[config.mk]
export PLATFORM = sky130hd
export DESIGN_NAME = i2c_dual_target
export DESIGN_NICKNAME = d
export VERILOG_FILES = /design/src/i2c_dual_pkg.sv /design/src/byte_fifo.sv /design/src/i2c_dual_target.sv
export SDC_FILE = /design/constraint.sdc
export NUM_CORES = 1
export LEC_CHECK = 0
export BUFFER_PORTS_ARGS = -buffer_cell sky130_fd_sc_hd__buf_2
export CORE_MARGIN = 8
export CORE_UTILIZATION = 55
export DETAILED_ROUTE_END_ITERATION = 6
export PLACE_DENSITY = 0.77
export SETUP_SLACK_MARGIN = 0.4
export SYNTH_ARGS = -nofsm -noshare
export SYNTH_HDL_FRONTEND = slang
export SYNTH_SLANG_ARGS = --single-unit
[constraint.sdc]
create_clock -name mclk -period 6.6 [get_ports mclk]
set_input_delay 0.33 -clock mclk [delete_from_list [all_inputs] [get_ports mclk]]
set_output_delay 0.33 -clock mclk [all_outputs]
set_load 0.01 [all_outputs]
[src/i2c_dual_pkg.sv]
package i2c_dual_pkg;
  localparam int          STRAP_W       = 6;
  localparam int          SYNC_W        = 9;
  localparam logic [8:0]  SYNC_RST      = 9'h180;
  localparam int          SYNC_SCL      = 7;
  localparam int          SYNC_SDA      = 8;
  localparam logic [6:0]  IO_BASE_ADDR  = 7'h20;
  localparam logic [6:0]  MEM_BASE_ADDR = 7'h50;
  localparam logic [2:0]  FULL_STRAP    = 3'h6;
  localparam logic [5:0]  PAGE_LAST     = 6'h3F;
  localparam logic [15:0] MEM_LAST_DFLT = 16'h6FFF;
  localparam logic [15:0] ADDR_RST      = 16'h0000;
  localparam logic [7:0]  HI_MASK       = 8'h7F;
  localparam logic [3:0]  BIT_LAST      = 4'h8;
  localparam logic [3:0]  TX_LAST       = 4'h7;
  localparam logic [1:0]  IDX_DATA      = 2'h2;
  localparam int          FIFO_DEPTH    = 8;
  localparam int          FIFO_W        = 24;

  typedef enum logic [5:0] {
    st_idle  = 6'h01,
    st_rx    = 6'h02,
    st_ack   = 6'h04,
    st_tx    = 6'h08,
    st_txack = 6'h10,
    st_hold  = 6'h20
  } st_t;

  typedef enum logic [1:0] {
    tgt_undec = 2'h0,
    tgt_io    = 2'h1,
    tgt_mem   = 2'h2
  } tgt_t;
endpackage

[src/byte_fifo.sv]
`timescale 1ns/1ps
// depth must be a power of two: pointers wrap by overflow
module byte_fifo #(
  parameter int W = 24,
  parameter int D = 8
) (
  input  wire logic         mclk,
  input  wire logic         rst_b,
  input  wire logic         ce,
  input  wire logic         in_valid,
  output logic              in_ready,
  input  wire logic [W-1:0] in_data,
  output logic              out_valid,
  input  wire logic         out_ready,
  output logic [W-1:0]      out_data,
  output logic              empty
);
  localparam int AW = $clog2(D);
  localparam logic [AW:0] FULL_CNT = D[AW:0];

  logic [W-1:0]  mem_q [D];
  logic [AW-1:0] wp_ff;
  logic [AW-1:0] rp_ff;
  logic [AW:0]   cnt_ff;
  logic          wr;
  logic          rd;

  assign in_ready  = cnt_ff != FULL_CNT;
  assign empty     = cnt_ff == '0;
  assign out_valid = !empty;
  assign out_data  = mem_q[rp_ff];
  assign wr        = ce && in_valid && in_ready;
  assign rd        = ce && out_valid && out_ready;

  always_ff @(posedge mclk) begin
    if (wr) begin
      mem_q[wp_ff] <= in_data;
    end
  end

  always_ff @(posedge mclk) begin
    if (!rst_b) begin
      wp_ff  <= '0;
      rp_ff  <= '0;
      cnt_ff <= '0;
    end else begin
      if (wr) begin
        wp_ff <= wp_ff + 1'b1;
      end
      if (rd) begin
        rp_ff <= rp_ff + 1'b1;
      end
      if (wr && !rd) begin
        cnt_ff <= cnt_ff + 1'b1;
      end else if (rd && !wr) begin
        cnt_ff <= cnt_ff - 1'b1;
      end
    end
  end
endmodule

[src/i2c_dual_target.sv]
`timescale 1ns/1ps
module i2c_dual_target #(
  parameter logic [15:0] MEM_LAST = i2c_dual_pkg::MEM_LAST_DFLT
) (
  input  wire logic        mclk,
  input  wire logic        rst_b,
  input  wire logic        ce,
  input  wire logic        scl_in,
  output logic             scl_out,
  output logic             scl_oe,
  input  wire logic        sda_in,
  output logic             sda_out,
  output logic             sda_oe,
  input  wire logic        base_strap_bit,
  input  wire logic [5:0]  extension_strap_bits,
  input  wire logic [2:0]  strap_count,
  output logic             io_cmd_valid,
  output logic [7:0]       io_cmd,
  output logic             io_wdata_valid,
  output logic [7:0]       io_wdata,
  output logic             rd_req,
  output logic             rd_mem,
  output logic [15:0]      rd_addr,
  input  wire logic [7:0]  rd_data,
  input  wire logic        rd_ack,
  output logic             prog_valid,
  input  wire logic        prog_ready,
  output logic [15:0]      prog_addr,
  output logic [7:0]       prog_data,
  input  wire logic        prog_busy
);
  logic [8:0]                s1_ff;
  logic [8:0]                s2_ff;
  logic [8:0]                s3_ff;
  logic [8:0]                filt_ff;
  logic [8:0]                pins;
  logic                      scl_f;
  logic                      sda_f;
  logic                      scl_d_ff;
  logic                      sda_d_ff;
  logic                      scl_rise;
  logic                      scl_fall;
  logic                      start_c;
  logic                      stop_c;
  i2c_dual_pkg::st_t         st_ff;
  i2c_dual_pkg::tgt_t        tgt_ff;
  logic [3:0]                bit_ff;
  logic [7:0]                sh_ff;
  logic [7:0]                hi_ff;
  logic [15:0]               addr_ff;
  logic [1:0]                idx_ff;
  logic                      is_addr_ff;
  logic                      rd_ff;
  logic                      ack_ff;
  logic                      mack_ff;
  logic                      pend_ff;
  logic                      commit_ff;
  logic                      fetch_ff;
  logic [6:0]                io_a;
  logic [6:0]                mem_a;
  logic                      full_strap;
  logic                      hit_io;
  logic                      hit_mem;
  logic                      byte_end;
  logic                      wr_ok;
  logic                      push;
  logic                      fifo_ready;
  logic                      fifo_empty;
  logic [15:0]               lo_addr;
  logic [15:0]               fifo_addr;

  // pins are asynchronous: three stages, a change is taken once stages two and three agree
  assign pins = {sda_in, scl_in, extension_strap_bits, base_strap_bit};
  for (genvar g = 0; g < i2c_dual_pkg::SYNC_W; g++) begin : g_sync
    always_ff @(posedge mclk) begin
      if (!rst_b) begin
        s1_ff[g]   <= i2c_dual_pkg::SYNC_RST[g];
        s2_ff[g]   <= i2c_dual_pkg::SYNC_RST[g];
        s3_ff[g]   <= i2c_dual_pkg::SYNC_RST[g];
        filt_ff[g] <= i2c_dual_pkg::SYNC_RST[g];
      end else if (ce) begin
        s1_ff[g] <= pins[g];
        s2_ff[g] <= s1_ff[g];
        s3_ff[g] <= s2_ff[g];
        if (s2_ff[g] == s3_ff[g]) begin
          filt_ff[g] <= s3_ff[g];
        end
      end
    end
  end

  assign scl_f = filt_ff[i2c_dual_pkg::SYNC_SCL];
  assign sda_f = filt_ff[i2c_dual_pkg::SYNC_SDA];

  always_ff @(posedge mclk) begin
    if (!rst_b) begin
      scl_d_ff <= 1'b1;
      sda_d_ff <= 1'b1;
    end else if (ce) begin
      scl_d_ff <= scl_f;
      sda_d_ff <= sda_f;
    end
  end

  assign scl_rise = scl_f && !scl_d_ff;
  assign scl_fall = !scl_f && scl_d_ff;
  assign start_c  = scl_f && scl_d_ff && sda_d_ff && !sda_f;
  assign stop_c   = scl_f && scl_d_ff && !sda_d_ff && sda_f;

  // address decode: base strap sets bit 0, extension straps overwrite fixed bits from bit 1 upward
  always_comb begin
    io_a     = i2c_dual_pkg::IO_BASE_ADDR;
    mem_a    = i2c_dual_pkg::MEM_BASE_ADDR;
    io_a[0]  = filt_ff[0];
    mem_a[0] = filt_ff[0];
    for (int i = 0; i < i2c_dual_pkg::STRAP_W; i++) begin
      if (3'(i) < strap_count) begin
        io_a[i+1]  = filt_ff[i+1];
        mem_a[i+1] = filt_ff[i+1];
      end
    end
  end

  assign full_strap = strap_count >= i2c_dual_pkg::FULL_STRAP;
  assign hit_io     = sh_ff[7:1] == io_a;
  assign hit_mem    = sh_ff[7:1] == mem_a;
  assign byte_end   = ce && st_ff == i2c_dual_pkg::st_rx && scl_fall
                      && bit_ff == i2c_dual_pkg::BIT_LAST;
  assign wr_ok      = !is_addr_ff && idx_ff == i2c_dual_pkg::IDX_DATA
                      && tgt_ff == i2c_dual_pkg::tgt_mem && addr_ff <= MEM_LAST;
  // a full buffer stalls the byte in the ack slot with SCL held low
  assign push       = ce && fifo_ready && ((byte_end && wr_ok)
                      || (st_ff == i2c_dual_pkg::st_hold && pend_ff));
  assign lo_addr    = {hi_ff, sh_ff};

  always_ff @(posedge mclk) begin
    if (!rst_b) begin
      st_ff          <= i2c_dual_pkg::st_idle;
      tgt_ff         <= i2c_dual_pkg::tgt_io;
      bit_ff         <= '0;
      sh_ff          <= '0;
      hi_ff          <= '0;
      addr_ff        <= i2c_dual_pkg::ADDR_RST;
      idx_ff         <= '0;
      is_addr_ff     <= 1'b0;
      rd_ff          <= 1'b0;
      ack_ff         <= 1'b0;
      mack_ff        <= 1'b0;
      pend_ff        <= 1'b0;
      commit_ff      <= 1'b0;
      fetch_ff       <= 1'b0;
      io_cmd_valid   <= 1'b0;
      io_cmd         <= '0;
      io_wdata_valid <= 1'b0;
      io_wdata       <= '0;
    end else if (ce) begin
      io_cmd_valid   <= 1'b0;
      io_wdata_valid <= 1'b0;
      if (push) begin
        addr_ff <= addr_ff + 16'h1;
        pend_ff <= 1'b0;
        if (addr_ff[5:0] == i2c_dual_pkg::PAGE_LAST) begin
          commit_ff <= 1'b1;
        end
      end
      if (start_c) begin
        st_ff      <= i2c_dual_pkg::st_rx;
        bit_ff     <= '0;
        is_addr_ff <= 1'b1;
      end else if (stop_c) begin
        st_ff <= i2c_dual_pkg::st_idle;
      end else begin
        unique case (st_ff)
          i2c_dual_pkg::st_idle: begin
          end
          i2c_dual_pkg::st_rx: begin
            if (scl_rise) begin
              sh_ff  <= {sh_ff[6:0], sda_f};
              bit_ff <= bit_ff + 4'h1;
            end else if (byte_end) begin
              is_addr_ff <= 1'b0;
              if (is_addr_ff) begin
                if (hit_io || hit_mem) begin
                  st_ff  <= i2c_dual_pkg::st_ack;
                  ack_ff <= 1'b1;
                  rd_ff  <= sh_ff[0];
                  idx_ff <= '0;
                  if (!full_strap) begin
                    tgt_ff <= hit_io ? i2c_dual_pkg::tgt_io : i2c_dual_pkg::tgt_mem;
                  end else if (!sh_ff[0]) begin
                    tgt_ff <= i2c_dual_pkg::tgt_undec;
                  end
                end else begin
                  st_ff <= i2c_dual_pkg::st_idle;
                end
              end else begin
                st_ff  <= i2c_dual_pkg::st_ack;
                ack_ff <= 1'b1;
                if (idx_ff != i2c_dual_pkg::IDX_DATA) begin
                  idx_ff <= idx_ff + 2'h1;
                end
                if (idx_ff == '0 && (tgt_ff == i2c_dual_pkg::tgt_io
                    || (tgt_ff == i2c_dual_pkg::tgt_undec && !sh_ff[7]))) begin
                  tgt_ff       <= i2c_dual_pkg::tgt_io;
                  io_cmd_valid <= 1'b1;
                  io_cmd       <= sh_ff;
                end else if (idx_ff == '0) begin
                  tgt_ff <= i2c_dual_pkg::tgt_mem;
                  hi_ff  <= (tgt_ff == i2c_dual_pkg::tgt_undec)
                            ? (sh_ff & i2c_dual_pkg::HI_MASK) : sh_ff;
                end else if (tgt_ff == i2c_dual_pkg::tgt_io) begin
                  io_wdata_valid <= 1'b1;
                  io_wdata       <= sh_ff;
                end else if (idx_ff == 2'h1) begin
                  addr_ff <= lo_addr;
                  ack_ff  <= lo_addr <= MEM_LAST;
                end else if (addr_ff > MEM_LAST) begin
                  ack_ff <= 1'b0;
                end else if (!push) begin
                  pend_ff <= 1'b1;
                  st_ff   <= i2c_dual_pkg::st_hold;
                end else if (addr_ff[5:0] == i2c_dual_pkg::PAGE_LAST) begin
                  st_ff <= i2c_dual_pkg::st_hold;
                end
              end
            end
          end
          i2c_dual_pkg::st_ack: begin
            if (scl_fall) begin
              if (!ack_ff) begin
                st_ff <= i2c_dual_pkg::st_idle;
              end else if (rd_ff) begin
                st_ff    <= i2c_dual_pkg::st_hold;
                fetch_ff <= 1'b1;
              end else begin
                st_ff  <= i2c_dual_pkg::st_rx;
                bit_ff <= '0;
              end
            end
          end
          i2c_dual_pkg::st_hold: begin
            if (fetch_ff) begin
              if (rd_ack) begin
                sh_ff    <= rd_data;
                fetch_ff <= 1'b0;
                bit_ff   <= '0;
                st_ff    <= i2c_dual_pkg::st_tx;
              end
            end else if (!pend_ff && !(commit_ff && (!fifo_empty || prog_busy))) begin
              st_ff <= i2c_dual_pkg::st_ack;
              if (commit_ff && !push) begin
                commit_ff <= 1'b0;
              end
            end
          end
          i2c_dual_pkg::st_tx: begin
            if (scl_fall) begin
              bit_ff <= bit_ff + 4'h1;
              if (bit_ff == i2c_dual_pkg::TX_LAST) begin
                st_ff <= i2c_dual_pkg::st_txack;
              end else begin
                sh_ff <= {sh_ff[6:0], 1'b0};
              end
            end
          end
          i2c_dual_pkg::st_txack: begin
            if (scl_rise) begin
              mack_ff <= !sda_f;
            end else if (scl_fall) begin
              if (mack_ff) begin
                st_ff    <= i2c_dual_pkg::st_hold;
                fetch_ff <= 1'b1;
                // saturates on the last location rather than wrapping
                if (tgt_ff == i2c_dual_pkg::tgt_mem && addr_ff < MEM_LAST) begin
                  addr_ff <= addr_ff + 16'h1;
                end
              end else begin
                st_ff <= i2c_dual_pkg::st_idle;
              end
            end
          end
        endcase
      end
    end
  end

  assign scl_out = 1'b0;
  assign sda_out = 1'b0;
  assign scl_oe  = st_ff == i2c_dual_pkg::st_hold;
  assign sda_oe  = (((st_ff == i2c_dual_pkg::st_ack) || (st_ff == i2c_dual_pkg::st_hold
                    && !fetch_ff)) && ack_ff) || (st_ff == i2c_dual_pkg::st_tx && !sh_ff[7]);
  assign rd_req  = st_ff == i2c_dual_pkg::st_hold && fetch_ff;
  assign rd_mem  = tgt_ff == i2c_dual_pkg::tgt_mem;
  assign rd_addr = addr_ff;
  assign prog_addr = fifo_addr;

  byte_fifo #(
    .W (i2c_dual_pkg::FIFO_W),
    .D (i2c_dual_pkg::FIFO_DEPTH)
  ) i_byte_fifo (
    .mclk      (mclk),
    .rst_b     (rst_b),
    .ce        (ce),
    .in_valid  (push),
    .in_ready  (fifo_ready),
    .in_data   ({addr_ff, sh_ff}),
    .out_valid (prog_valid),
    .out_ready (prog_ready),
    .out_data  ({fifo_addr, prog_data}),
    .empty     (fifo_empty)
  );
endmodule

==> results of run 1 <==
==> path summary, 6_finish.rpt <==
kind	startpoint	endpoint	slack, ps	depth (start not counted)
worst max-delay path	ce	i_byte_fifo.cnt_ff[3]	2750	14
worst min-delay path	extension_strap_bits[0]	s1_ff[1]	10	3
worst max register to register	rd_addr[12]	i_byte_fifo.cnt_ff[3]	2780	13
worst min register to register	io_wdata[5]	io_wdata[5]	450	2
==> layout by cell type, fill, tap and decap left out, drive strengths merged, types with 10 or more instances in the layout <==
cell type and instances:
o21ai 44, inv 26, nand2b 10, nand3 19, buf 101, dfxtp 122, nand2 99, nor2 99
mux4 48, clkinv 15, edfxtp 192, a311oi 11, and2 10, ha 11, xnor2 13, clkbuf 39
mux2 25, nor3 24, a21oi 44, mux2i 48, nor4 10, a21o 11
==> tightest hold or removal path: cells and delay by family <==
| family | cells | cell delay [ps] |
|---|---|---|
| buf+inv | 1 | 80 |
| simple gates | 1 | 80 |
| mux | 1 | 60 |
==> sequential cells by signal, summed over array words and instances (netlist names), 2 cells and up, named ones only <==
signal,cells
idx_ff,2
hi_ff,8
i_byte_fifo.wp_ff,3
s3_ff,9
io_wdata,8
i_byte_fifo.mem_q,192
i_byte_fifo.cnt_ff,4
filt_ff,7
i_byte_fifo.rp_ff,3
s1_ff,9
tgt_ff,2
st_ff,6
s2_ff,9
bit_ff,4
sh_ff,8
rd_addr,16
io_cmd,8
==> where the power goes <==
group | total (mW) | leakage, nW | switching (mW) | internal [mW]
clock | 1.72 | 0.495 | 0.745 | 0.973
combinational | 0.126 | 2.17 | 0.0637 | 0.0621
sequential | 2.09 | 3.00 | 0.0221 | 2.07
==> cells by family (layout without fill, tap and decap cells) <==
kind of cell               count (synthesis)  in the layout  synth area share
DFF                                      314            314             0.588
buffers and inverters                    107            191            0.0411
and+or+nand+nor                          323            323             0.117
AOI/OAI and AO/OA                        191            191            0.0970
adders and majority gates                 12             12            0.0113
xor gates and xnor gates                  21             21            0.0132
other                                      1              2          0.000269
muxes                                    121            121             0.132
==> through the flow <==
stage | setup WS, ps | area [µm²]
after detailed placement | 2190 | 14500
after global placement | 2340 | 14500
after floorplan | 2080 | 14000
final | 2750 | 15500
after CTS | 2820 | 15500
after global routing | 2410 | 15500
==> per-layer routing <==
metal	wire length [µm]	vias up
met1	13400	4525
met4	710	0
li1	-	4199
met3	1960	51
met2	15500	306
met5	0	-
==> final cells by class <==
type                    count  share of cell area
inverters                  25             0.00604
multi-input cells         670               0.336
well taps                 330              0.0266
flip-flops and latches    314               0.528
clock inverters            19              0.0113
clock buffers              39              0.0531
repair buffers            108              0.0391
==> results.toml, run 1 <==
[status]
status = "completed"

[clock_tree]
post_cts.repair.setup_buffers = 0
h-tree-depth = 1
hold_buffers = 7
clock-sinks = 314
ctsResizeCount = 0
cts_tree = "built"
root_buffer = "clkbuf_16"
clockBufferDepth = 3
insertion_delay_ps = 570
clkTransAtPathRegs_ps = 60
numCtsBuffers = 31

[cells_and_area]
multiInputGateArea_um2 = 5220
final_util = 0.621
finalNonFillerCells = 1505
seq_area_um2 = 8210
antenna_cells = 0
nFillCells = 1904
drive_gt1_frac = 0.230
syn_to_final_growth_pct = 11.4
nets = 1188

[timing]
max_freq_ghz = 0.260
grt_setup_unrepaired = "no"
setup-tns-final_ps = 0
whs_ps = 11.7
tightest_slew_ps = 1030
hold_viol = 0
final.min_clock_period_ps = 3850
fin_skew_ps = 9.59
fin_crit_sh = 0.583
setup_viol = 0
relSlewSlack = 0.312
drv_slew = 0

[routing]
drt_iter0_drc = 994
drtPass1Iterations = 5
antenna_left = 0
wirelength_mm = 31.5
vias_per_cell = 6.03
drcViolationCount = 0
wl_per_cell_um = 20.9
routed-via-count = 9081

[global_routing]
grt_max_degree = 73
grt_util_all_layers = 0.203
grt_pass1_wl_mm = 50.0
grt_use_met3 = 0.0322
met1_usage = 0.267
grt_pass1_vias = 8999
grt_overflow_total = 0
antenna_found_initial = 0
met2_usage = 0.343
grt-busiest-layer = "met2"

[placed_design]
hpwlAfterDp_mm = 20.0
placed_cells = 1440
gp_congestion = 0.888
portBuffers = 88

[worst_setup_path]
critical_path_peak_fanout = 31
critical-path-max-stage-delay_ps = 730
cp-start-kind = "input pin"
cp.arrival_ps = 4340
critPathTopFamily = "buffers and inverters"
endpoint_kind = "flop"
path_buf_inv = 4
path_cells = "buf_2 -> clkinv_1 -> a21o_1 -> nor3_2 -> nor2_2 -> inv_2 -> ha_1 -> inv_1 -> ha_1 -> a21o_1 -> a21oi_1 -> xnor2_1 -> or3_1 -> a21oi_1"
cpMaxStageDelayCell = "clkinv_1"
crit_type = "in -> reg"
worstPathRequired_ps = 7100

[die]
rows = 58
die_area_um2 = 30700
die_width_um = 175
start_util = 0.557
design.core.area_um2 = 25000
top_level_ports = 91
die_h_um = 175

[power]
p_per_area_nw_per_um2 = 253
ir_drop_mv = 0.181
leakagePower_nw = 5.66
p_total_mw = 3.93

[logic_synthesis]
netlist_area_um2 = 14000
ys_top_cells_by_count = "edfxtp_1, dfxtp_1, nand2_1"
synth-async-reset-ratio = 0
synth_top_area_frac = 0.413
synth_cells = 1090
yosysWarningCount = 0
seq_area_frac_synth = 0.588
yosysMostFrequentCell = "edfxtp_1"
syn_area_per_cell_um2 = 12.8
synthTopCellsByArea = "edfxtp_1, dfxtp_1, mux4_2"
ys_seq_elements = 314
synth_edf_count = 192
yosysUniqueCellTypes = 97
synth_area_leader_cell = "edfxtp_1"
ys.flop_type = "edfxtp_1"

[hold_path]
hp-class = "in -> reg"

[job]
maxCapViolCount = 0
No activity file was read; power rests on OpenSTA's default activity.
==> run 2: changes to the inputs <==
ABC_AREA = 1   (was unset)
PLACE_DENSITY = 0.8   (was 0.77)
clock period = 3.52 ns   (was 6.6 ns; I/O delays follow)
==> results.toml, run 2 <==
[status]
status = "completed"

[clock_tree]
ctsResizeCount = 0
clock-sinks = 314
post_cts.repair.setup_buffers = 0
cts_tree = "built"
clkTransAtPathRegs_ps = 60
hold_buffers = 9
clockBufferDepth = 3
insertion_delay_ps = 510
h-tree-depth = 2
root_buffer = "clkbuf_16"
numCtsBuffers = 34

[logic_synthesis]
syn_area_per_cell_um2 = 9.11
synth_cells = 1556
seq_area_frac_synth = 0.579
netlist_area_um2 = 14200
synth_compound_area_frac = 0.148
ys.flop_type = "edfxtp_1"
synth_area_leader_cell = "edfxtp_1"
synth_top_family_by_area = "simple AND/OR/NAND/NOR gates"
synthSimpleGateAreaFrac = 0.187
yosysWarningCount = 0
ys_seq_elements = 314
synth_xor_area_frac = 0.00989
muxShareOfSynthArea = 0
yosysUniqueCellTypes = 48
synth_edf_count = 192
synth_fa_ha_area_frac = 0.0111
synth_top_area_frac = 0.407
synth-async-reset-ratio = 0
yosysMostFrequentCell = "nor2_1"
synthTopCellsByArea = "edfxtp_1, dfxtp_1, nor2_1"
ys_top_cells_by_count = "nor2_1, edfxtp_1, nand2_1, o21ai_0, dfxtp_1"

[routing]
drt_iter0_drc = 1022
vias_per_cell = 5.76
drcViolationCount = 0
wl_per_cell_um = 18.3
antenna_left = 0
highest_layer = "met4"
wl_met3_mm = 2.97
wl_met2_mm = 17.7
drtPass1Iterations = 5
routed-via-count = 11400
drt-met1-wl_mm = 14.5
wirelength_mm = 36.4

[cells_and_area]
final_common_cell = "nor2_1"
top_register = "i_byte_fifo.mem_q"
layout_common_cells = "nor2_1, edfxtp_1, nand2_1, o21ai_0, dfxtp_1"
syn_to_final_growth_pct = 13.3
nets = 1670
drive_gt1_frac = 0.139
final_util = 0.636
largest_reg_flops = 192
nFillCells = 2037
antenna_cells = 0
stdcell_area_um2 = 16100

[die]
start_util = 0.561
die_area_um2 = 31200
die_h_um = 177
rows = 58
die_width_um = 177
design.core.area_um2 = 25300
top_level_ports = 91

[placed_design]
portBuffers = 88
dp_slack_ps = 639
hpwlAfterDp_mm = 23.2
place_area_um2 = 14900
gp_congestion = 0.916

[timing]
drv_slew = 0
tightest_slew_ps = 988
whs_ps = 53.4
setup_viol = 0
max_freq_ghz = 0.338
setup_ws_ps = 564
final.min_clock_period_ps = 2960
hold_viol = 0
fin_crit_sh = 0.840
relSlewSlack = 0.341
fin_skew_ps = 11.8
grt_setup_unrepaired = "no"

[worst_setup_path]
r2r_cells = 17
endpoint_kind = "flop"
cp.arrival_ps = 3350
path_cells = "nand3_1 -> nand2_1 -> inv_1 -> nand3_2 -> nand2_4 -> nand2_4 -> inv_2 -> ha_1 -> inv_1 -> ha_1 -> and3_1 -> a211oi_1 -> nor2_1 -> nor2_1 -> nand2_1 -> o21ai_0 -> a21oi_1"
crit_type = "reg -> reg"
cpMaxStageDelayCell = "dfxtp_1"
crit_path_end = "i_byte_fifo.cnt_ff[3]"
r2r-start = "rd_addr[12]"
reg2reg_slack_ps = 560
critical-path-max-stage-delay_ps = 590
critical_path_peak_fanout = 14
crit_path_start = "rd_addr[12]"
reg2reg_to = "i_byte_fifo.cnt_ff[3]"
cp-start-kind = "flop"
worstPathRequired_ps = 3910

[power]
p_per_area_nw_per_um2 = 489
p_total_mw = 7.86
leakagePower_nw = 5.99
ir_drop_mv = 0.355

[global_routing]
antenna_found_initial = 0
grt_util_all_layers = 0.230
grt_overflow_total = 0
grt_max_degree = 97
grt_pass1_vias = 11100
grt_pass1_wl_mm = 57.6

[hold_path]
hp-start = "rd_ack"
hp-class = "in -> reg"

[job]
maxCapViolCount = 0
run 2: cell families (layout without fill, tap and decap cells):
kind of cell | count (synthesis) | after routing
buffers and inverters | 214 | 314
AND/OR/NAND/NOR | 615 | 615
XOR/XNOR | 16 | 16
flip-flops | 314 | 314
adder cells (fa/ha/maj) | 12 | 12
other | 1 | 2
AO/OA/AOI/OAI | 384 | 384
run 2: worst min path at each step:
stage                     to  depth (start not counted)
floorplan           s1_ff[7]                          2
global placement    s1_ff[7]                          3
finish              fetch_ff                          4
CTS                 fetch_ff                          4
detailed placement  s1_ff[8]                          3
global route        fetch_ff                          4
run 2: critical path: cells and delay by family (launching register included):
kind / cells / cell delay, ps
compound gates: 3 / 470
buf+inv: 3 / 270
fa+ha+maj: 2 / 480
simple gates: 9 / 1030
flops: 1 / 590
run 2: power by group:
part | switching [mW] | internal, mW | total (mW)
Combinational | 0.348 | 0.174 | 0.522
Clock | 1.41 | 1.99 | 3.40
Sequential | 0.0339 | 3.90 | 3.93
run 2: final cells by class:
| type | count | area [µm²] | area share |
|---|---|---|---|
| multi-input cells | 1029 | 5090 | 0.317 |
| inverters | 123 | 462 | 0.0287 |
| flip-flops and latches | 314 | 8210 | 0.511 |
| clock inverters | 19 | 158 | 0.00982 |
| clock buffers | 42 | 911 | 0.0567 |
| repair buffers | 130 | 816 | 0.0508 |
| well taps | 330 | 413 | 0.0257 |
run 2: routing by layer:
layer | vias up | track usage
met3 | 81 | 0.0357
met4 | 0 | 0.0928
met1 | 5398 | 0.285
li1 | 5479 | -
met5 | - | 0
met2 | 490 | 0.397
run 2: metrics by stage:
stage | setup TNS (ps) | cells
4_1_cts | 0 | 1987
5_1_grt | 0 | 1987
6_report | 0 | 1987
3_3_place_gp | 0 | 1917
3_5_place_dp | 0 | 1917
2_1_floorplan | -1030 | 1557
==> run 3: changes to the inputs <==
clock period = 2.5 ns   (was 3.52 ns; I/O delays follow)
==> results.toml, run 3 (synthesis results as in run 2) <==
[cells_and_area]
nFillCells = 1774
final_common_cell = "nor2_1"
largest_reg_flops = 192
finalNonFillerCells = 2085
multiInputGateArea_um2 = 5380
seq_area_um2 = 8220
drive_gt1_frac = 0.210
antenna_cells = 0
top_register = "i_byte_fifo.mem_q"
layout_common_cells = "nor2_1, edfxtp_1, nand2_1"
nets = 1768
syn_to_final_growth_pct = 24.8

[status]
status = "completed"

[routing]
drt_iter0_drc = 1315
drcViolationCount = 0
drtPass1Iterations = 5
routed-via-count = 12300
wirelength_mm = 42.1
antenna_left = 0
wl_per_cell_um = 20.2
vias_per_cell = 5.92

[power]
pwr-share-seq = 0.480
leakagePower_nw = 6.76
power.share.clock = 0.436
switching_share = 0.234
p_per_area_nw_per_um2 = 651
p_int_mw = 8.83
combPwrFrac = 0.084
p_total_mw = 11.5
p_sw_mw = 2.69
ir_drop_mv = 0.717

[worst_setup_path]
r2r-start = "idx_ff[0]"
worst-path-stages = 18
endpoint_kind = "flop"
crit_type = "reg -> reg"
critical-path-max-stage-delay_ps = 310
r2r_cells = 18
critPathTopFamily = "simple AND/OR/NAND/NOR gates"
cp.arrival_ps = 2840
cp-start-kind = "flop"
path_buf_inv = 4
critical_path_peak_fanout = 3
crit_path_start = "idx_ff[0]"
path_cells = "inv_1 -> ha_1 -> nand2_1 -> nor3_4 -> nand3_2 -> nand2_4 -> nand2_4 -> inv_4 -> ha_4 -> inv_4 -> ha_4 -> and3_4 -> a211oi_2 -> buf_4 -> nand2_2 -> nand2_1 -> o21ai_1 -> a21oi_1"
worstPathRequired_ps = 2950
cpMaxStageDelayCell = "dfxtp_1"

[hold_path]
worstHoldPathCells = 5
hp-start = "rd_data[3]"
hp-class = "in -> reg"

[clock_tree]
numCtsBuffers = 34
root_buffer = "clkbuf_16"
clock-sinks = 314
clkTransAtPathRegs_ps = 60
insertion_delay_ps = 520
cts_tree = "built"
h-tree-depth = 2
clockBufferDepth = 3

[global_routing]
met1_usage = 0.292
grt_max_degree = 49
grt_pass1_vias = 11600
grt_overflow_total = 0
met2_usage = 0.433
antenna_found_initial = 0
grt-busiest-layer = "met2"
grt_util_all_layers = 0.244
grt_use_met3 = 0.0419
grt_pass1_wl_mm = 61.1

[timing]
relSlewSlack = 0.556
fin_skew_ps = 22.9
drv_slew = 0
grt_setup_unrepaired = "yes"
tightest_slew_ps = 666
hold_viol = 0
final.min_clock_period_ps = 2390
setup_viol = 0
setup_ws_ps = 112
max_freq_ghz = 0.419
fin_crit_sh = 0.955

[placed_design]
gp_congestion = 0.950
portBuffers = 88
placed_cells = 1965
dp_slack_ps = -36.7
hpwlAfterDp_mm = 24.3

[job]
maxCapViolCount = 0

[die]
die_h_um = 177
die_width_um = 177
rows = 58
die_area_um2 = 31200
top_level_ports = 91
start_util = 0.561
design.core.area_um2 = 25300
[run 3: cell count changes in the layout (fill, tap and decap cells not counted), moves of 6 or more]
cell / delta
nor3_4: +9
o21ai_0: -12
clkbuf_16: +8
clkbuf_1: +7
nor2_1: -10
dfxtp_1: -6
buf_4: +49
nor3_2: -8
clkinv_1: -7
o21ai_1: +9
buf_16: +8
buf_12: +15
buf_6: +12
[run 3: worst reg2reg max path, delay by kind of cell, from the launching register on]
family / cells / cell delay, ps
fa+ha+maj: 3 / 480
flops: 1 / 310
simple gates: 8 / 830
buf+inv: 4 / 340
compound gates: 3 / 360
[run 3: area by class of cell]
| class | instances | share of cell area |
|---|---|---|
| sequential | 314 | 0.465 |
| clock inverter | 7 | 0.00460 |
| inverter | 123 | 0.0275 |
| timing repair buffer | 228 | 0.118 |
| clock buffer | 54 | 0.0582 |
| multi-input combinational | 1029 | 0.304 |
| tap | 330 | 0.0233 |
[run 3: layer usage]
| layer | part of all wire | wire (µm) | vias to the layer above |
|---|---|---|---|
| met2 | 0.50 | 20900 | 712 |
| met1 | 0.37 | 15600 | 5830 |
| met3 | 0.089 | 3740 | 130 |
| met5 | 0 | 0 | - |
| met4 | 0.041 | 1730 | 0 |
| li1 | - | - | 5672 |
[run 3: stage by stage]
| step | utilization | setup TNS [ps] | hold WS [ps] | area (µm²) |
|---|---|---|---|---|
| floorplan | - | -101 | 251 | 14300 |
| global placement | 0.612 | 0 | 343 | 15400 |
| detailed placement | 0.612 | -36.7 | 343 | 15400 |
| CTS | 0.679 | 0 | 5.75 | 17200 |
| global route | 0.700 | -28.4 | 48.0 | 17700 |
| finish | 0.700 | 0 | 20.6 | 17700 |
[run 3: power groups by stage]
stage	Combinational, mW	Clock [mW]	Sequential, mW
2_1_floorplan	0.504	0	5.64
3_3_place_gp	0.748	0	5.64
3_5_place_dp	0.767	0	5.65
4_1_cts	0.855	4.99	5.53
5_1_grt	1.04	5.24	5.54
6_report	0.963	5.02	5.53
[run 3: repair_timing]
action / CTS / global route
buffers inserted: 15 / 15
resized for setup: 48 / 57
hold buffers: 13 / 0
cloned: 7 / 9
pin swaps: 9 / 15
endpoints found under the setup margin: 232 / 267
hold endpoints to repair: 15 / 0
[run 3: worst paths after layout]
check                          end  slack (ps)
min reg2reg              io_cmd[7]         440
max reg2reg  i_byte_fifo.cnt_ff[3]         110
max          i_byte_fifo.cnt_ff[3]         110
min                       sh_ff[3]          20
